## config.mk

```make
export PLATFORM = sky130hd
export DESIGN_NAME = rfc_counter
export DESIGN_NICKNAME = d
export VERILOG_FILES = /design/src/include/rfc_pkg.sv /design/src/core/rfc_counter.sv
export VERILOG_INCLUDE_DIRS = /design/src /design/src/include
export SDC_FILE = /design/constraint.sdc
export NUM_CORES = 1
export LEC_CHECK = 0
export BUFFER_PORTS_ARGS = -buffer_cell sky130_fd_sc_hd__buf_2
export CORE_ASPECT_RATIO = 1.5
export CORE_UTILIZATION = 65
export DETAILED_ROUTE_END_ITERATION = 8
export PLACE_DENSITY = 0.85
export SETUP_SLACK_MARGIN = 0.15
export SLEW_MARGIN = 15
export SYNTH_ARGS = -nofsm -noshare
export SYNTH_HDL_FRONTEND = slang
export SYNTH_SLANG_ARGS = --single-unit
```

## constraint.sdc

```tcl
create_clock -name pclk -period 8.9 [get_ports pclk]
set_input_delay 0.89 -clock pclk [delete_from_list [all_inputs] [get_ports pclk]]
set_output_delay 0.89 -clock pclk [all_outputs]
set_load 0.01 [all_outputs]
```

## src/include/rfc_map.svh

```systemverilog
// Offsets, control width, reset values and timing of the counter
`ifndef RFC_MAP_SVH
`define RFC_MAP_SVH
`define RFC_CTRL_OFF 12'h000
`define RFC_STAT_OFF 12'h004
`define RFC_RES_OFF 12'h008
`define RFC_CTRL_W 17
`define RFC_CTRL_RST 17'h00280
`define RFC_PCLK_MHZ 200
`define RFC_FAST_MHZ 10
`define RFC_SLOW_MHZ 1
`define RFC_FAST_DIV (`RFC_PCLK_MHZ / `RFC_FAST_MHZ)
`define RFC_SLOW_DIV (`RFC_PCLK_MHZ / `RFC_SLOW_MHZ)
`define RFC_CAP_US 167000
`define RFC_MIN1_US 78600
`define RFC_MIN2_US 91800
`define RFC_MIN3_US 98300
`define RFC_MIN4_US 101600
`define RFC_TICKS(us) ((us) * `RFC_FAST_MHZ)
`define RFC_RET_CHZ 788
`define RFC_RET_TICKS ((`RFC_SLOW_MHZ * 100000000) / `RFC_RET_CHZ)
`define RFC_UNIT_MS 10
`define RFC_UNIT_CYC (`RFC_UNIT_MS * 1000 * `RFC_PCLK_MHZ)
`define RFC_DISP_MIN 11'd2
`define RFC_DISP_MAX 11'd1000
`define RFC_LAST_SIG 3'd6
`define RFC_NORM_MAX 4'hF
`define RFC_ROUND_AT 4'd5
`endif

```

## src/include/rfc_pkg.sv

```systemverilog
// Types of the reciprocal frequency counter
package rfc_pkg;
    typedef enum logic [1:0] {
        RFC_TB_AUTO = 2'b00,
        RFC_TB_SLOW = 2'b01,
        RFC_TB_FAST = 2'b10
    } rfc_tb_sel_t;
    typedef enum logic [1:0] {
        RFC_X1   = 2'b00,
        RFC_X10  = 2'b01,
        RFC_X100 = 2'b10
    } rfc_mult_t;
    typedef enum logic [2:0] {
        RFC_IDLE  = 3'b000,
        RFC_ARM   = 3'b001,
        RFC_COUNT = 3'b010,
        RFC_SUB   = 3'b011,
        RFC_ADD   = 3'b100,
        RFC_MUL   = 3'b101,
        RFC_ROUND = 3'b110,
        RFC_HOLD  = 3'b111
    } rfc_state_t;
    typedef struct packed {
        logic [10:0] disp_units;
        logic        hold_inf;
        rfc_mult_t   mult;
        logic        slope;
        rfc_tb_sel_t tb_sel;
    } rfc_ctrl_t;
    typedef struct packed {
        logic [1:0]  units;
        logic [3:0]  dp;
        logic [23:0] digits;
    } rfc_result_t;
endpackage : rfc_pkg

```

## src/core/rfc_counter.sv

```systemverilog
// Reciprocal frequency counter with decimal divider and APB registers
//
// Decided for this implementation: register access over APB and the address map.
`timescale 1ns/10ps
`include "rfc_map.svh"
module rfc_counter #(
    parameter logic [20:0] CAP_TICKS  = 21'(`RFC_TICKS(`RFC_CAP_US)),
    parameter logic [20:0] MIN1_TICKS = 21'(`RFC_TICKS(`RFC_MIN1_US)),
    parameter logic [20:0] MIN2_TICKS = 21'(`RFC_TICKS(`RFC_MIN2_US)),
    parameter logic [20:0] MIN3_TICKS = 21'(`RFC_TICKS(`RFC_MIN3_US)),
    parameter logic [20:0] MIN4_TICKS = 21'(`RFC_TICKS(`RFC_MIN4_US)),
    parameter logic [20:0] RET_TICKS  = 21'(`RFC_RET_TICKS),
    parameter logic [20:0] UNIT_CYC   = 21'(`RFC_UNIT_CYC)
) (
    // Clock, reset, enable
    input  wire logic           pclk,
    input  wire logic           presetn,
    input  wire logic           ce,
    // APB slave
    input  wire logic           psel,
    input  wire logic           penable,
    input  wire logic           pwrite,
    input  wire logic [11:0]    paddr,
    input  wire logic [31:0]    pwdata,
    output logic [31:0]         prdata,
    output logic                pready,
    output logic                pslverr,
    // Conditioned signal and programming pins
    input  wire logic           sig_in,
    input  wire logic           prog_en,
    input  wire logic [1:0]     prog_tb_sel,
    input  wire logic           prog_slope,
    input  wire logic [1:0]     prog_mult,
    input  wire logic           prog_hold_inf,
    // Display and data port
    output rfc_pkg::rfc_result_t disp,
    output logic                res_valid,
    output logic                rec_strobe,
    output logic                slow_active,
    output logic                under_range
);
    ////////////////////////////////////////////////////////////////////////
    // Declarations
    rfc_pkg::rfc_ctrl_t  ctrl_reg;
    rfc_pkg::rfc_ctrl_t  ctrl;
    rfc_pkg::rfc_state_t st_reg;
    logic [7:0]  pin_s1_reg;
    logic [7:0]  pin_s2_reg;
    logic        sig_d_reg;
    logic [7:0]  tb_cnt_reg;
    logic [26:0] cnt_a_reg;
    logic [20:0] cnt_b_reg;
    logic [20:0] first_reg;
    logic [3:0]  digit_reg;
    logic [3:0]  norm_reg;
    logic [3:0]  rnd_reg;
    logic [2:0]  sig_cnt_reg;
    logic [23:0] quot_reg;
    logic [3:0]  dp_reg;
    logic [1:0]  units_reg;
    logic [20:0] hold_cyc_reg;
    logic [10:0] hold_units_reg;
    logic        auto_slow_reg;
    logic        slow_run_reg;
    logic        started_reg;
    logic        valid_reg;
    logic        strobe_reg;
    logic        under_reg;
    logic        slow_out_reg;
    logic        pready_reg;
    logic        pslverr_reg;
    logic [31:0] prdata_reg;
    logic        slow;
    logic        sig_edge;
    logic        tick;
    logic        over;
    logic        term;
    logic        rec;
    logic        last;
    logic        hold_done;
    logic        carry;
    logic [26:0] diff;
    logic [20:0] min_ticks;
    logic [20:0] fp_ticks;
    logic [10:0] disp_eff;
    logic [24:0] inc;
    logic signed [5:0] pw;
    logic [3:0]  dp_next;
    logic [1:0]  units_next;

    function automatic logic [24:0] bcd_inc(input logic [23:0] q);
        logic [24:0] r;
        logic        c;
        r = 25'h0000000;
        c = 1'b1;
        for (int i = 0; i < 6; i++) begin
            if (c && q[4*i +: 4] == 4'h9) begin
                r[4*i +: 4] = 4'h0;
            end else begin
                r[4*i +: 4] = q[4*i +: 4] + {3'b000, c};
                c = 1'b0;
            end
        end
        r[24] = c;
        return r;
    endfunction : bcd_inc

    ////////////////////////////////////////////////////////////////////////
    // Pin synchronisers
    always_ff @(posedge pclk or negedge presetn) begin
        if (!presetn) begin
            pin_s1_reg <= 8'h00;
            pin_s2_reg <= 8'h00;
            sig_d_reg  <= 1'b0;
        end else if (ce) begin
            pin_s1_reg <= {sig_in, prog_en, prog_tb_sel, prog_slope,
                           prog_mult, prog_hold_inf};
            pin_s2_reg <= pin_s1_reg;
            sig_d_reg  <= pin_s2_reg[7];
        end
    end

    ////////////////////////////////////////////////////////////////////////
    // Effective controls, edge and timebase
    always_comb begin
        ctrl = ctrl_reg;
        if (pin_s2_reg[6]) begin
            ctrl.tb_sel   = rfc_pkg::rfc_tb_sel_t'(pin_s2_reg[5:4]);
            ctrl.slope    = pin_s2_reg[3];
            ctrl.mult     = rfc_pkg::rfc_mult_t'(pin_s2_reg[2:1]);
            ctrl.hold_inf = pin_s2_reg[0];
        end
    end

    // Slope high selects the falling crossing
    assign sig_edge = ctrl.slope ? (sig_d_reg & ~pin_s2_reg[7])
                                 : (~sig_d_reg & pin_s2_reg[7]);

    always_comb begin
        unique case (ctrl.tb_sel)
            rfc_pkg::RFC_TB_SLOW: slow = 1'b1;
            rfc_pkg::RFC_TB_FAST: slow = 1'b0;
            default:              slow = auto_slow_reg;
        endcase
    end

    assign tick = tb_cnt_reg >= (slow ? 8'(`RFC_SLOW_DIV - 1)
                                      : 8'(`RFC_FAST_DIV - 1));

    always_ff @(posedge pclk or negedge presetn) begin
        if (!presetn) begin
            tb_cnt_reg <= 8'h00;
        end else if (ce) begin
            if (st_reg != rfc_pkg::RFC_COUNT || tick) begin
                tb_cnt_reg <= 8'h00;
            end else begin
                tb_cnt_reg <= tb_cnt_reg + 8'h01;
            end
        end
    end

    ////////////////////////////////////////////////////////////////////////
    // Measurement end decision
    always_comb begin
        if (cnt_a_reg == 27'd0) begin
            min_ticks = MIN1_TICKS;
        end else if (cnt_a_reg == 27'd1) begin
            min_ticks = MIN2_TICKS;
        end else if (cnt_a_reg == 27'd2) begin
            min_ticks = MIN3_TICKS;
        end else begin
            min_ticks = MIN4_TICKS;
        end
    end

    assign over = st_reg == rfc_pkg::RFC_COUNT && tick
                  && cnt_b_reg == CAP_TICKS;
    assign term = st_reg == rfc_pkg::RFC_COUNT && sig_edge && !over
                  && cnt_b_reg >= min_ticks;
    assign fp_ticks = (cnt_a_reg == 27'd0) ? cnt_b_reg : first_reg;
    assign diff = cnt_a_reg - {6'h00, cnt_b_reg};
    assign rec  = started_reg || digit_reg != 4'h0;
    assign last = (rec && sig_cnt_reg == `RFC_LAST_SIG)
                  || (!rec && norm_reg == `RFC_NORM_MAX);

    ////////////////////////////////////////////////////////////////////////
    // Sequencer and dual-purpose registers
    always_ff @(posedge pclk or negedge presetn) begin
        if (!presetn) begin
            st_reg    <= rfc_pkg::RFC_IDLE;
            cnt_a_reg <= 27'h0;
            cnt_b_reg <= 21'h0;
            first_reg <= 21'h0;
        end else if (ce) begin
            unique case (st_reg)
                rfc_pkg::RFC_IDLE: begin
                    cnt_a_reg <= 27'h0;
                    cnt_b_reg <= 21'h0;
                    st_reg    <= rfc_pkg::RFC_ARM;
                end
                rfc_pkg::RFC_ARM: begin
                    if (sig_edge) begin
                        st_reg <= rfc_pkg::RFC_COUNT;
                    end
                end
                rfc_pkg::RFC_COUNT: begin
                    if (tick && !over) begin
                        cnt_b_reg <= cnt_b_reg + 21'h1;
                    end
                    if (sig_edge) begin
                        cnt_a_reg <= cnt_a_reg + 27'h1;
                        if (cnt_a_reg == 27'd0) begin
                            first_reg <= cnt_b_reg;
                        end
                    end
                    if (over) begin
                        st_reg <= rfc_pkg::RFC_IDLE;
                    end else if (term) begin
                        st_reg <= rfc_pkg::RFC_SUB;
                    end
                end
                rfc_pkg::RFC_SUB: begin
                    cnt_a_reg <= diff;
                    if (diff[26]) begin
                        st_reg <= rfc_pkg::RFC_ADD;
                    end
                end
                rfc_pkg::RFC_ADD: begin
                    cnt_a_reg <= cnt_a_reg + {6'h00, cnt_b_reg};
                    st_reg    <= rfc_pkg::RFC_MUL;
                end
                rfc_pkg::RFC_MUL: begin
                    cnt_a_reg <= (cnt_a_reg << 3) + (cnt_a_reg << 1);
                    st_reg <= last ? rfc_pkg::RFC_ROUND : rfc_pkg::RFC_SUB;
                end
                rfc_pkg::RFC_ROUND: begin
                    st_reg <= rfc_pkg::RFC_HOLD;
                end
                rfc_pkg::RFC_HOLD: begin
                    if (hold_done) begin
                        st_reg <= rfc_pkg::RFC_IDLE;
                    end
                end
            endcase
        end
    end

    ////////////////////////////////////////////////////////////////////////
    // Quotient decades and normalisation
    always_ff @(posedge pclk or negedge presetn) begin
        if (!presetn) begin
            quot_reg    <= 24'h000000;
            digit_reg   <= 4'h0;
            norm_reg    <= 4'h0;
            rnd_reg     <= 4'h0;
            sig_cnt_reg <= 3'h0;
            started_reg <= 1'b0;
            slow_run_reg <= 1'b0;
        end else if (ce) begin
            if (term) begin
                quot_reg     <= 24'h000000;
                digit_reg    <= 4'h0;
                norm_reg     <= 4'h0;
                rnd_reg      <= 4'h0;
                sig_cnt_reg  <= 3'h0;
                started_reg  <= 1'b0;
                slow_run_reg <= slow;
            end else if (st_reg == rfc_pkg::RFC_SUB && !diff[26]) begin
                digit_reg <= digit_reg + 4'h1;
            end else if (st_reg == rfc_pkg::RFC_MUL) begin
                digit_reg <= 4'h0;
                if (!rec) begin
                    norm_reg <= norm_reg + 4'h1;
                end else begin
                    started_reg <= 1'b1;
                    sig_cnt_reg <= sig_cnt_reg + 3'h1;
                    if (sig_cnt_reg == `RFC_LAST_SIG) begin
                        rnd_reg <= digit_reg;
                    end else begin
                        quot_reg <= {quot_reg[19:0], digit_reg};
                    end
                end
            end else if (st_reg == rfc_pkg::RFC_ROUND
                         && rnd_reg >= `RFC_ROUND_AT) begin
                quot_reg <= carry ? 24'h100000 : inc[23:0];
            end
        end
    end

    ////////////////////////////////////////////////////////////////////////
    // Range from the division result
    assign inc   = bcd_inc(quot_reg);
    assign carry = rnd_reg >= `RFC_ROUND_AT && inc[24];

    always_comb begin
        pw = (slow_run_reg ? 6'sd6 : 6'sd7) - $signed({2'b00, norm_reg})
             + $signed({5'b00000, carry});
        unique case (ctrl.mult)
            rfc_pkg::RFC_X10:  pw = pw + 6'sd1;
            rfc_pkg::RFC_X100: pw = pw + 6'sd2;
            default:           pw = pw;
        endcase
        if (pw >= 6'sd6) begin
            units_next = 2'd2;
            dp_next    = 4'(pw - 6'sd5);
        end else if (pw >= 6'sd3) begin
            units_next = 2'd1;
            dp_next    = 4'(pw - 6'sd2);
        end else begin
            units_next = 2'd0;
            dp_next    = (pw < -6'sd1) ? 4'h0 : 4'(pw + 6'sd1);
        end
    end

    ////////////////////////////////////////////////////////////////////////
    // Result flags, timebase choice and display hold
    assign disp_eff = (ctrl.disp_units < `RFC_DISP_MIN) ? `RFC_DISP_MIN :
                      (ctrl.disp_units > `RFC_DISP_MAX) ? `RFC_DISP_MAX :
                      ctrl.disp_units;
    assign hold_done = !ctrl.hold_inf && hold_cyc_reg == UNIT_CYC - 21'h1
                       && hold_units_reg == disp_eff - 11'h1;

    always_ff @(posedge pclk or negedge presetn) begin
        if (!presetn) begin
            dp_reg        <= 4'h0;
            units_reg     <= 2'h0;
            valid_reg     <= 1'b0;
            strobe_reg    <= 1'b0;
            under_reg     <= 1'b0;
            auto_slow_reg <= 1'b0;
            slow_out_reg  <= 1'b0;
        end else if (ce) begin
            strobe_reg   <= st_reg == rfc_pkg::RFC_ROUND;
            slow_out_reg <= slow;
            if (st_reg == rfc_pkg::RFC_ROUND) begin
                dp_reg    <= dp_next;
                units_reg <= units_next;
                valid_reg <= 1'b1;
            end else if (term) begin
                valid_reg <= 1'b0;
            end
            if (over) begin
                under_reg <= 1'b1;
            end else if (term) begin
                under_reg <= 1'b0;
            end
            if (ctrl.tb_sel == rfc_pkg::RFC_TB_AUTO) begin
                if (over && !slow) begin
                    auto_slow_reg <= 1'b1;
                end else if (term && slow && fp_ticks <= RET_TICKS) begin
                    auto_slow_reg <= 1'b0;
                end
            end
        end
    end

    always_ff @(posedge pclk or negedge presetn) begin
        if (!presetn) begin
            hold_cyc_reg   <= 21'h0;
            hold_units_reg <= 11'h0;
        end else if (ce) begin
            if (st_reg != rfc_pkg::RFC_HOLD || ctrl.hold_inf) begin
                hold_cyc_reg   <= 21'h0;
                hold_units_reg <= 11'h0;
            end else if (hold_cyc_reg == UNIT_CYC - 21'h1) begin
                hold_cyc_reg   <= 21'h0;
                hold_units_reg <= hold_units_reg + 11'h1;
            end else begin
                hold_cyc_reg <= hold_cyc_reg + 21'h1;
            end
        end
    end

    ////////////////////////////////////////////////////////////////////////
    // APB slave
    always_ff @(posedge pclk or negedge presetn) begin
        if (!presetn) begin
            ctrl_reg    <= rfc_pkg::rfc_ctrl_t'(`RFC_CTRL_RST);
            prdata_reg  <= 32'h0;
            pready_reg  <= 1'b0;
            pslverr_reg <= 1'b0;
        end else if (ce) begin
            pready_reg <= psel && !penable;
            if (psel && !penable) begin
                pslverr_reg <= 1'b0;
                prdata_reg  <= 32'h0;
                if (paddr == `RFC_CTRL_OFF) begin
                    prdata_reg <= {15'h0, ctrl_reg};
                end else if (paddr == `RFC_STAT_OFF) begin
                    prdata_reg <= {22'h0, units_reg, dp_reg, 1'b0,
                                   under_reg, slow_out_reg, valid_reg};
                end else if (paddr == `RFC_RES_OFF) begin
                    prdata_reg <= {8'h0, quot_reg};
                end else begin
                    pslverr_reg <= 1'b1;
                end
            end
            if (psel && penable && pready_reg && pwrite
                && paddr == `RFC_CTRL_OFF) begin
                ctrl_reg <= rfc_pkg::rfc_ctrl_t'(pwdata[`RFC_CTRL_W-1:0]);
            end
        end
    end

    assign prdata      = prdata_reg;
    assign pready      = pready_reg;
    assign pslverr     = pslverr_reg;
    assign disp        = rfc_pkg::rfc_result_t'({units_reg, dp_reg,
                                                 quot_reg});
    assign res_valid   = valid_reg;
    assign rec_strobe  = strobe_reg;
    assign slow_active = slow_out_reg;
    assign under_range = under_reg;
endmodule : rfc_counter

```

== After elaboration in Yosys (flattened, before gate mapping) ==
Index checks and enable logic that the tools add are counted.
Storage, ports and cells
  register bits: 232
  input port bits: 58
  output and inout port bits: 68
  logic and storage cells: 260
Cells by class
  add/sub/neg operators: 25
  magnitude comparators: 9
  equality and inequality tests: 38
  muxes and demuxes: 83
  bitwise gates (word level): 4
  reduce and logical (&&, ||, !) cells: 69
Operators by type and width (count)
  24-bit two-way mux: 10
  27-bit case mux with 5 select lines: 1
  21-bit two-way mux: 4
  4-bit two-way mux: 21
  11-bit two-way mux: 4
  21-bit by 1-bit adder with 21-bit output, second input constant: 2
  21-bit == test, second input constant: 2
  21-bit case mux with 2 select lines: 1
  17-bit two-way mux: 2
  3-bit two-way mux: 10
  4-bit == test, second input constant: 7
  27-bit by 1-bit adder with 27-bit output, second input constant: 1
  27-bit by 21-bit adder with 27-bit output: 1
  27-bit adder: 1
  27-bit by 1-bit == test with 1-bit output, second input constant: 1
  27-bit by 2-bit == test with 1-bit output, second input constant: 1
  27-bit logical NOT: 1
  27-bit two-way mux: 1
  27-bit by 21-bit subtractor with 27-bit output: 1
  1-bit logical AND: 26
  3-bit case mux with 8 select lines: 1
  21-bit >= comparator: 1
  21-bit by 17-bit <= comparator with 1-bit output, second input constant: 1
  1-bit two-way mux: 21
  53 further kinds: 106

== Logic depth before layout (Yosys ltp) ==
Gate-level depths: netlist of the first run.
  word-level depth: 20
  gate-level depth with buffers: 23
  gate-level depth less buffers: 23

== Worst setup path after synthesis of the first run ==
OpenSTA, ideal clock, no wires.
  kind: register to register
  start point: register quot_reg[0]
  end point: register dp_reg[2]
  data arrival time: 4.314 ns
  data required time: 8.775 ns
  path slack: 4.462 ns
  stages on the path, launching flop included: 22
  buffers on the path: 0
  path through: dfrtp_1 -> ha_1 -> and3b_1 -> nand2_1 -> inv_1 -> nand2_1 -> nor2_4 -> nand4_1 -> nor4_4 -> nor2b_1 -> ha_1 -> ha_1 -> ha_1 -> a221oi_1 -> a21oi_1 -> ha_1 -> nor2_1 -> inv_1 -> a21oi_1 -> a21o_1 -> o22ai_1 -> mux2_2
On the way
  longest elaborated chain between the ends: 20
  elaborated cells between the ends (all ways): 26
  classes of those cells: 6 x add/sub; 3 x order compare; 1 x eq/ne; 10 x mux; 6 x reduce/logical
Ends and longest elaborated chain
  from (decl): RTL line rfc_counter.sv:58  | logic [23:0] quot_reg;
  from (signal assigned): RTL line rfc_counter.sv:280  | quot_reg <= {quot_reg[19:0], digit_reg};
  from (signal assigned): RTL line rfc_counter.sv:285  | quot_reg <= carry ? 24'h100000 : inc[23:0];
  4-bit == test (*): RTL line rfc_counter.sv:97  | if (c && q[4*i +: 4] == 4'h9) begin
  1-bit two-way mux (*): RTL line rfc_counter.sv:97
  1-bit logical AND: RTL line rfc_counter.sv:97
  1-bit two-way mux (*): RTL line rfc_counter.sv:97
  1-bit logical AND: RTL line rfc_counter.sv:97
  1-bit two-way mux (*): RTL line rfc_counter.sv:97
  1-bit logical AND: RTL line rfc_counter.sv:97
  1-bit two-way mux (*): RTL line rfc_counter.sv:97
  [4 not listed]
  1-bit logical AND (*): RTL line rfc_counter.sv:293  | assign carry = rnd_reg >= `RFC_ROUND_AT && inc[24];
  5-bit by 2-bit adder with 6-bit output (*): RTL line rfc_counter.sv:297  | + $signed({5'b00000, carry});
  6-bit by 3-bit adder with 6-bit output or 6-bit by 2-bit adder with 6-bit output (tied branches): RTL line rfc_counter.sv:300, rfc_counter.sv:299
  6-bit case mux with 2 select lines (*): RTL line rfc_counter.sv:298  | unique case (ctrl.mult)
  6-bit by 1-bit less-than comparator with 1-bit output or 4-bit by 2-bit adder with 4-bit output (tied branches): RTL line rfc_counter.sv:311  | dp_next = (pw < -6'sd1) ? 4'h0 : 4'(pw + 6'sd1);
  4-bit two-way mux: RTL line rfc_counter.sv:311
  4-bit two-way mux: RTL line rfc_counter.sv:306  | end else if (pw >= 6'sd3) begin
  4-bit two-way mux (*): RTL line rfc_counter.sv:303  | if (pw >= 6'sd6) begin
  to (signal assigned): RTL line rfc_counter.sv:336  | dp_reg <= dp_next;
  to (decl): RTL line rfc_counter.sv:59  | logic [3:0] dp_reg;
Every way passes the cells marked *; elsewhere a longest branch is shown, timed or not.
A chain may end at the register's enable or synchronous reset.

== Final worst setup path of the first run ==
  start point: register quot_reg[0]
  end point: register dp_reg[3]
The elaborated chain is that of the path after synthesis.

==> summary.md, run 1 <==
| Metric | Value |
|---|---|
| Final core occ | 0.7260 |
| RR Endpoint | dp_reg[3]$_DFFE_PN0P_ |
| Crit. End Element | flip-flop |
| IO Pins | approximately 130 |
| Total GRT Usage | 0.3583 |
| CP arrival | approximately 6 ns |
| Worst VDD drop | 0.0004217 V |
| Clock Pin Slew Worst Setup and Hold Paths | roughly 0.060 ns |
| Synth area leaders | dfrtp_1 (34%), ha_1 (9.5%), o21ai_0 (5.0%) |
| R2R cell count | 22 |
| Worst hold path type | in -> async |
| Ys Warns | 0 |
| Via/cell ratio | 6.535 |
| Finished Layout Cells | 2260 |
| Finished Cell Area | around 18000 µm² |
| RSZ-0062 raised after global routing | no |
| Congestion Overflow GR | 0 |
| Ys async rst share | 1.000 |
| Clk Latency, worst-skew pair | 0.53 ns |
| Seq/Total Area, Yosys | 0.3430 |
| Setup TNS | 0 ns |
| Final setup viols | 0 |
| Min Tclk post-route | 5.642 ns |
| Nets | about 2100 |
| Gpl congestion | 0.9380 |
| Vias | ~15000 |
| Reg2reg setup slack | 3.26 ns |
| Number of H-tree levels | 1 |
| Post-synth cell types | between 90 and 100 |
| CP startpoint kind | flip-flop |
| Starting Density | 0.6625 |
| Status | finished, final reports clean |
| CTS tree | done |
| Setup Buffers After CTS | 0 |
| Final Slew Violations | 0 |
| Sink Count | 221 |
| Max_slew headroom | 0.2784 |
| Routed Antenna Nets | 0 |
| Lkg Pwr | 8.509 nW |
| Per-cell routed wire length | roughly 20 µm |
| Reg-to-reg startpoint | quot_reg[0]$_DFFE_PN0P_ |
| Hold_ws | 0.3542 ns |
| Fmax | 0.1773 GHz |
| Post-Syn Area | 16130 µm² |
| Total Routed Length | approximately 45 mm |
| FF+latch count, synth | 221 |
| PwrDens | 285.6 nW/µm² |
| Avg Inst Size Synth | slightly below 9 µm² |
| CTS resizes | 0 |
| Synth Instances | 1864 |
| Vias in the first global route | 14600 |
| Fin. Hold Viols | 0 |
| Synth Flop Type | dfrtp_1 |
| Placed Cells | 2216 |
| CTS Buffer Depth | 3 |
| Synth top area share | 0.3397 |
| DRC violations left | 0 |
| # diodes | 0 |
| Die height | between 150 and 200 µm |
| Die Footprint | 25470 µm² |
| Initial antenna violation count | 0 |
| Core Area | 24350 µm² |
| Largest net degree at the start of global routing | 83 |
| Initial DRC count | about 1000 |
| Synth area leader | dfrtp_1 |
| Hold buffer count at CTS | 0 |
| Area after DPL | 16760 µm² |
| CP required | 9.27 ns |
| I/O Buffers | a little over 100 |
| Total iterations of the first detailed-routing run | 6 |
| Clock skew | 0.02272 ns |
| Total CTS buffers | 24 |
| Row count | 70 |
| Max reg flops | 27 |
| Share of layout cells above drive strength 1 | 0.1142 |
| Die Width | between 100 and 150 µm |
| Area Growth Syn to Fin | 9.579% |
| Fin crit share | 0.6339 |
| Total of max-cap violations | 0 |
| Crit path kind | reg -> reg |
| Worst slew pin tran | 1.078 ns |
| DP HPWL | around 33 mm |
| Root buf cell | clkbuf_16 |
| First-pass GRT wire length | 72.24 mm |
| Post-synth EDFFs | 0 |
| Worst-path maximum fanout | 8 |
| Fillers | 1856 |
[critical path: stages, from the launching register on]
cell	delay (ns)
dfrtp_1	0.50
ha_1	0.24
and3b_1	0.26
nand2_1	0.12
inv_1	0.16
nand2_1	0.15
nor2_4	0.22
nand4_1	0.24
nor4_4	0.46
nor2b_1	0.46
ha_1	0.25
ha_1	0.22
xnor3_1	0.33
ha_1	0.23
nand2b_1	0.09
nor2b_1	0.06
or2_2	0.27
a21oi_1	0.35
or2_1	0.24
o31a_1	0.15
o21ai_0	0.07
a211oi_1	0.28
o21ai_0	0.13
[cells in the mapped netlist, types with 11 or more instances]
master / count
a31oi_1: 19
clkbuf_1: 65
nand2b_1: 17
and3_1: 35
mux2i_1: 34
a211oi_1: 14
nor2_1: 129
a21o_1: 42
or3_1: 14
o31ai_1: 30
xor2_1: 52
nor4_1: 20
mux2_2: 35
nor2b_1: 19
a22o_1: 17
a21oi_1: 121
and2_1: 25
nor3_1: 43
o21a_1: 12
nand3_1: 53
inv_1: 79
xnor2_1: 52
o21ai_0: 160
ha_1: 122
nand2_1: 197
buf_4: 11
dfrtp_1: 219
nand4_1: 31
[per-layer routing]
metal | global-route usage | share of wire | vias up
met5 | 0 | 0 | -
met2 | 0.6379 | 0.51 | 579
met1 | 0.3964 | 0.37 | 7128
li1 | - | - | 6888
met4 | 0.2235 | 0.063 | 0
met3 | 0.04321 | 0.052 | 174
[power breakdown]
part	internal (W)	switching [W]
clock	0.000708	0.000427
sequential	0.00113	0.000227
combinational	0.00103	0.00153
[stage by stage]
step	total power, W	setup slack, ns
after CTS	0.005015	3.299
after global routing	0.005378	2.932
after detailed placement	0.003871	3.316
final	0.005049	3.258
after floorplan	0.003197	4.462
after global placement	0.003785	3.574
[worst max path at each step]
stage,startpoint,to,cells past startpoint
after floorplan,quot_reg[0]$_DFFE_PN0P_,dp_reg[2]$_DFFE_PN0P_,21
after global placement,quot_reg[0]$_DFFE_PN0P_,dp_reg[3]$_DFFE_PN0P_,22
after detailed placement,quot_reg[0]$_DFFE_PN0P_,dp_reg[3]$_DFFE_PN0P_,22
after CTS,quot_reg[1]$_DFFE_PN0P_,dp_reg[3]$_DFFE_PN0P_,23
after global routing,quot_reg[0]$_DFFE_PN0P_,dp_reg[2]$_DFFE_PN0P_,22
final,quot_reg[0]$_DFFE_PN0P_,dp_reg[3]$_DFFE_PN0P_,22
[cell families after synthesis]
group / after synthesis / share of synthesized area
and+or+nand+nor: 632 / 0.1941
AOI/OAI and AO/OA: 539 / 0.2161
DFF: 221 / 0.3430
buffers and inverters: 171 / 0.04398
adders and majority gates: 125 / 0.09835
xor gates and xnor gates: 105 / 0.05786
muxes: 70 / 0.04638
other: 1 / 0.0002325
[final cells by class]
class,count,area [µm²],area share
clock buffers,32,711.9,0.04027
clock inverters,11,192.7,0.01090
inverters,79,296.5,0.01678
multi-input cells,1479,9923,0.5614
flip-flops and latches,221,5533,0.3130
well taps,324,405.4,0.02293
repair buffers,114,614.3,0.03475
[placed cells by master, fill, tap and decap left out, types with 17 or more instances in the layout]
cell,count
dfrtp_1,219
a22o_1,17
inv_1,79
nor4_1,20
ha_1,122
nand3_1,53
buf_2,101
nor2b_1,19
mux2i_1,34
a31oi_1,19
nand2_1,197
o21ai_0,160
xnor2_1,52
a21o_1,42
and2_1,24
nor3_1,43
nand4_1,31
mux2_2,35
clkbuf_16,25
xor2_1,52
and3_1,35
nor2_1,129
nand2b_1,17
a21oi_1,121
o31ai_1,30
(Power assumes the default switching activity.)
==> inputs of run 2 (changes only) <==
CORE_UTILIZATION = 56   (was 65)
PLACE_DENSITY = 0.78   (was 0.85)
clock period = 4.9 ns   (was 8.9 ns; I/O delays follow)
==> run 2 against run 1 <==
- register-to-register slack worse by 2.9 ns
- die area up 16%
- via count shrank 0.39%
- clock power increased by 73%
- largest cell class unchanged
==> summary.md, run 2 (synthesis results as in run 1) <==
| Metric | Value |
|---|---|
| PwrDens | 515.3 nW/µm² (+80%) |
| Most common cell after layout, fill and taps aside | dfrtp_1 |
| Worst path max stage delay | 0.58 ns (+0.08 ns) |
| Min Tclk post-route | 4.524 ns (-1.117 ns) |
| Final setup viols | 0 (unchanged) |
| CP bufs+invs | 1 (unchanged) |
| Largest net degree at the start of global routing | 131 (+58%) |
| Delay-heaviest family, CP | simple AND/OR/NAND/NOR gates |
| Clk Latency, worst-skew pair | 0.53 ns (about the same) |
| Setup crit start | ctrl[14]$_DFFE_PN0P_ |
| CP startpoint kind | flip-flop |
| Lkg Pwr | 8.602 nW (+1.1%) |
| Row count | 75 (+7.1%) |
| CTS tree | done |
| Via/cell ratio | 6.391 (-2.2%) |
| Fmax | 0.2210 GHz (+25%) |
| Per-cell routed wire length | 19.74 µm (-1.6%) |
| Die Width | 140.6 µm (+7.6%) |
| CP max stage cell | nor4_1 |
| # diodes | 0 (unchanged) |
| Gpl congestion | 0.9343 (-0.39%) |
| Worst hold path type | in -> async |
| Status | finished, final reports clean |
| Worst VDD drop | 0.0008405 V (+99%) |
| DP HPWL | 33.34 mm (+0.56%) |
| Vias | 14710 (-0.39%) |
| Nets | 2122 (+0.95%) |
| Crit-path cells | nor3_1, nand4_1, nand3_1, ha_1, or3b_1, o31ai_1, a31oi_1, nor4_1, o2111ai_1, nor4_1, buf_4, o211a_1, and2b_1, o21ai_0, a22o_1 |
| Vias in the first global route | 14450 (-1.0%) |
| Max_slew headroom | 0.2447 (-0.03369) |
| DRC violations left | 0 (unchanged) |
| Hold buffer count at CTS | 0 (unchanged) |
| Clock Pin Slew Worst Setup and Hold Paths | 0.06 ns (about the same) |
| IO Pins | 126 (unchanged) |
| Worst-path maximum fanout | 9 (+1) |
| FF+latch area | 5533 µm² (unchanged) |
| Final Slew Violations | 0 (unchanged) |
| Area Growth Syn to Fin | 10.72% |
| Setup TNS | 0 ns (unchanged) |
| Congestion Overflow GR | 0 (unchanged) |
| First-pass GRT wire length | 72.54 mm (+0.42%) |
| I/O Buffers | 102 (unchanged) |
| Fillers | 2392 (+29%) |
| Root buf cell | clkbuf_16 |
| Crit. End Element | flip-flop |
| Clock skew | 0.01203 ns (-0.01070 ns) |
| Most used cell, CP | nor4_1 |
| Initial antenna violation count | 0 (unchanged) |
| Fin. Hold Viols | 0 (unchanged) |
| Total iterations of the first detailed-routing run | 6 (unchanged) |
| Total GRT Usage | 0.3072 (-0.05106) |
| Reg-to-reg startpoint | ctrl[14]$_DFFE_PN0P_ |
| Total CTS buffers | 24 (unchanged) |
| Number of H-tree levels | 1 (unchanged) |
| Most frequent cells in the layout | dfrtp_1 (219), nand2_1 (196), o21ai_0 (160) |
| Core Area | 28150 µm² (+16%) |
| Share of layout cells above drive strength 1 | 0.1273 (+0.01315) |
| Worst slew pin tran | 1.129 ns (+0.05035 ns) |
| CP arrival | 4.94 ns (-1.08 ns) |
| CTS Buffer Depth | 3 (unchanged) |
| Hold_ws | 0.02469 ns (-0.3295 ns) |
| Starting Density | 0.5730 (-0.08952) |
| Sink Count | 221 (unchanged) |
| Multi-input gate area | 9988 µm² (+0.66%) |
| Fin crit share | 0.9233 (+0.2894) |
| Routed Antenna Nets | 0 (unchanged) |
| Crit path kind | reg -> reg |
| RSZ-0062 raised after global routing | yes |
| Max reg flops | 27 (unchanged) |
| Total Routed Length | 45.44 mm (+0.26%) |
| Total of max-cap violations | 0 (unchanged) |
| Die height | 209.9 µm (+7.7%) |
| Die Footprint | 29500 µm² (+16%) |
| Initial DRC count | 1147 (+10%) |
| CP required | 5.31 ns (-3.96 ns) |
==> run 2: cell type report <==
cell class              instances  share of cell area
clock buffers                  32             0.03762
repair buffers                134             0.04350
multi-input cells            1479              0.5592
inverters                      79             0.01660
clock inverters                11            0.009037
flip-flops and latches        221              0.3098
well taps                     346             0.02424
==> run 2: metal layers <==
metal	vias to the layer above	part of all wire	routed length, µm	track usage
met3	168	0.047	2138	0.03308
met4	0	0.064	2918	0.2024
met5	-	0	0	0
met2	536	0.51	23090	0.5576
li1	6925	-	-	-
met1	7083	0.38	17300	0.3384
==> run 2: what timing repair did <==
action,CTS,global route
gates resized for setup,3,11
pin swaps,0,4
setup buffers,0,2
setup endpoints to repair,3,7
==> run 2: power by group <==
group / total (W) / internal, W / leakage, nW / switching, W
logic: 0.00484 / 0.00193 / 5.19 / 0.00291
registers: 0.00241 / 0.00205 / 3.01 / 0.000369
clock network: 0.00195 / 0.00117 / 0.409 / 0.000774
==> run 2: worst paths after layout <==
kind | endpoint | slack [ns] | depth (start not counted)
worst max-delay path | st_reg[1]$_DFFE_PN0P_ | 0.38 | 15
min in group pclk | ctrl[10]$_DFFE_PN0P_ | 0.19 | 2
max in group asynchronous | cnt_a_reg[14]$_DFFE_PN0P_ | 3.84 | 2
worst min register to register | prdata[1]$_DFFE_PN0P_ | 0.47 | 2
worst min-delay path | hold_cyc_reg[19]$_DFFE_PN0P_ | 0.02 | 1
worst max register to register | st_reg[1]$_DFFE_PN0P_ | 0.38 | 15
==> run 2: through the flow <==
step / instances / area, µm² / power [W] / util / setup WS, ns
2_1_floorplan: 1871 / 16160 / 0.005806 / - / 0.4618
3_3_place_gp: 2256 / 16950 / 0.007008 / 0.6020 / 0.1972
3_5_place_dp: 2256 / 16950 / 0.007143 / 0.6020 / 0.1008
4_1_cts: 2299 / 17790 / 0.009131 / 0.6320 / 0.2060
5_1_grt: 2302 / 17860 / 0.009827 / 0.6344 / 0.1240
6_report: 2302 / 17860 / 0.009203 / 0.6344 / 0.3756
==> run 2: worst register-to-register path, delay by kind of cell (launching register included) <==
family,cells,cell delay [ns]
buf+inv,1,0.24
compound gates,6,1.09
fa+ha+maj,1,0.22
flops,1,0.48
simple gates,7,2.35
==> inputs of run 3 (changes only) <==
PLACE_DENSITY = 0.82   (was 0.78)
==> run 3 against run 2 <==
- first-iteration DRC count up 3.1%
- sequential share of layout area down 0.078 points
- power up 0.62%
- final area up 0.25%
- clock power up 3%
- register-to-register slack about the same
- clock-buffer cell count down 1
- sequential power about the same
- sequential cell count unchanged
- routed wire length up 0.45%
- critical path type unchanged
- largest cell class unchanged
- largest power group unchanged
==> summary.md, run 3 (synthesis results as in run 1) <==
| Metric | Value |
|---|---|
| Die Width | 140.6 µm (unchanged) |
| Crit path kind | reg -> reg |
| Busiest grt layer | met2 |
| Total GRT Usage | 0.3136 (+0.006348) |
| First-pass GRT wire length | 74.06 mm (+2.1%) |
| CP arrival | 4.94 ns (about the same) |
| Total Routed Length | 45.65 mm (+0.45%) |
| Most common cell after layout, fill and taps aside | dfrtp_1 |
| Crit. End Element | flip-flop |
| Core Area | 28150 µm² (unchanged) |
| IO Pins | 126 (unchanged) |
| CP required | 5.33 ns (+0.02 ns) |
| RSZ-0062 raised after global routing | no |
| Reg-to-reg startpoint | quot_reg[1]$_DFFE_PN0P_ |
| Clock Pin Slew Worst Setup and Hold Paths | 0.07 ns (about the same) |
| Starting Density | 0.5730 (unchanged) |
| Worst slew pin tran | 1.102 ns (-0.02671 ns) |
| Clk Latency, worst-skew pair | 0.54 ns (about the same) |
| Initial antenna violation count | 0 (unchanged) |
| Final core occ | 0.6360 (+0.001600) |
| Worst VDD drop | 0.0007871 V (-6.4%) |
| Vias | 14800 (+0.58%) |
| Min Tclk post-route | 4.516 ns (-0.008209 ns) |
| Met3 Resource Use GR | 0.03057 (-0.002510) |
| Nets | 2125 (+0.14%) |
| GR met1 Demand/Resource | 0.3489 (+0.01045) |
| Clock skew | 0.02115 ns (+0.009124 ns) |
| Status | finished, final reports clean |
| Total iterations of the first detailed-routing run | 6 (unchanged) |
| Vias in the first global route | 14610 (+1.1%) |
| Reg2reg setup slack | 0.38 ns (about the same) |
| CTS Buffer Depth | 3 (unchanged) |
| Area Growth Syn to Fin | 11.00% |
| Total of max-cap violations | 0 (unchanged) |
| Sink Count | 221 (unchanged) |
| Initial DRC count | 1183 (+3.1%) |
| RR Endpoint | dp_reg[2]$_DFFE_PN0P_ |
| Fmax | 0.2214 GHz (+0.18%) |
| Power Total | 0.009261 W (+0.62%) |
| Gpl congestion | 0.9759 (+4.5%) |
| PwrDens | 517.2 nW/µm² (+0.37%) |
| CP startpoint kind | flip-flop |
| Max reg flops | 27 (unchanged) |
| Share of layout cells above drive strength 1 | 0.1291 (+0.001781) |
| Max_slew headroom | 0.2653 (+0.02059) |
| Worst hold path type | in -> async |
| Final setup viols | 0 (unchanged) |
| Fillers | 2389 (-0.13%) |
| Number of H-tree levels | 1 (unchanged) |
| Fin crit share | 0.9217 (-0.001675) |
| Via/cell ratio | 6.417 (+0.40%) |
| Hold_ws | 0.08955 ns (+0.06486 ns) |
| Worst-path maximum fanout | 5 (-4) |
| Fin. Hold Viols | 0 (unchanged) |
| R2R cell count | 22 (+7) |
| Lkg Pwr | 8.622 nW (+0.24%) |
| DP HPWL | 33.44 mm (+0.30%) |
| # diodes | 0 (unchanged) |
| Row count | 75 (unchanged) |
| Setup TNS | 0 ns (unchanged) |
| Die Footprint | 29500 µm² (unchanged) |
| Total CTS buffers | 24 (unchanged) |
| CTS tree | done |
| Most frequent cells in the layout | dfrtp_1 (219), nand2_1 (197), o21ai_0 (160) |
| Met2 Track Usage GR | 0.5707 (+0.01310) |
| Congestion Overflow GR | 0 (unchanged) |
| Per-cell routed wire length | 19.79 µm (+0.28%) |
| Routed Antenna Nets | 0 (unchanged) |
| Largest net degree at the start of global routing | 136 (+3.8%) |
| Final Slew Violations | 0 (unchanged) |
| I/O Buffers | 102 (unchanged) |
| Die height | 209.9 µm (unchanged) |
| Root buf cell | clkbuf_16 |
| DRC violations left | 0 (unchanged) |
run 3: changes by cell type in the layout (fill, tap and decap cells not counted), moves of 2 or more:
cell / delta
buf_4: +3
clkbuf_1: -2
clkinv_2: -2
inv_6: +2
run 3: where the power goes:
| part | total [W] | internal (W) | switching (W) |
|---|---|---|---|
| registers | 0.00241 | 0.00205 | 0.000362 |
| clock network | 0.00201 | 0.00120 | 0.000808 |
| logic | 0.00485 | 0.00194 | 0.00291 |
| total | 0.00926 | 0.00518 | 0.00408 |
run 3: final cells by class:
type / count / area [µm²] / area share
Sequential cell: 221 / 5533 / 0.3090
Timing Repair Buffer: 137 / 799.5 / 0.04465
Inverter: 79 / 296.5 / 0.01656
Clock buffer: 31 / 678.2 / 0.03787
Multi-Input combinational cell: 1479 / 9981 / 0.5574
Tap cell: 346 / 432.9 / 0.02418
Clock inverter: 13 / 185.2 / 0.01034
run 3: routing by layer:
metal / vias to the layer above / wire, µm
li1: 6935 / -
met1: 7121 / 17020
met2: 568 / 23480
met3: 173 / 2344
met4: 0 / 2801
met5: - / 0
run 3: worst max-delay path by stage:
| stage | from | depth (start not counted) | endpoint | slack (ns) |
|---|---|---|---|---|
| after CTS | quot_reg[1]$_DFFE_PN0P_ | 22 | dp_reg[2]$_DFFE_PN0P_ | 0.20 |
| final | quot_reg[1]$_DFFE_PN0P_ | 22 | dp_reg[2]$_DFFE_PN0P_ | 0.38 |
| after global placement | quot_reg[1]$_DFFE_PN0P_ | 23 | dp_reg[0]$_DFFE_PN0P_ | 0.23 |
| after floorplan | quot_reg[0]$_DFFE_PN0P_ | 21 | dp_reg[2]$_DFFE_PN0P_ | 0.46 |
| after global routing | quot_reg[1]$_DFFE_PN0P_ | 22 | dp_reg[2]$_DFFE_PN0P_ | 0.1 |
| after detailed placement | quot_reg[1]$_DFFE_PN0P_ | 23 | dp_reg[0]$_DFFE_PN0P_ | 0.16 |
run 3: repair_timing:
item,in CTS,in global routing
buffers inserted,0,3
endpoints found under the setup margin,2,8
hold buffers,0,0
pin swaps,0,1
gates resized for setup,1,10
run 3: worst max-delay path, cell delays in order, from the launching register on:
cell	delay, ns
dfrtp_1	0.37
inv_1	0.05
ha_1	0.17
and3b_1	0.25
nand2_1	0.10
inv_1	0.09
nand2_1	0.14
nor2_4	0.15
nand4_1	0.16
nor4_4	0.28
nor2b_4	0.22
ha_1	0.17
ha_2	0.31
ha_1	0.32
a221oi_2	0.27
a21oi_2	0.10
ha_1	0.21
nor2_1	0.14
inv_1	0.08
a21oi_2	0.23
a21o_1	0.23
o22ai_1	0.10
mux2_2	0.26
run 3: through the flow:
| step | instance area, µm² | cells | worst slack [ns] |
|---|---|---|---|
| 2_1_floorplan | 16160 | 1871 | 0.4618 |
| 3_3_place_gp | 16960 | 2258 | 0.2265 |
| 5_1_grt | 17910 | 2306 | 0.09935 |
| 4_1_cts | 17830 | 2302 | 0.1996 |
| 6_report | 17910 | 2306 | 0.3838 |
| 3_5_place_dp | 16960 | 2258 | 0.1565 |
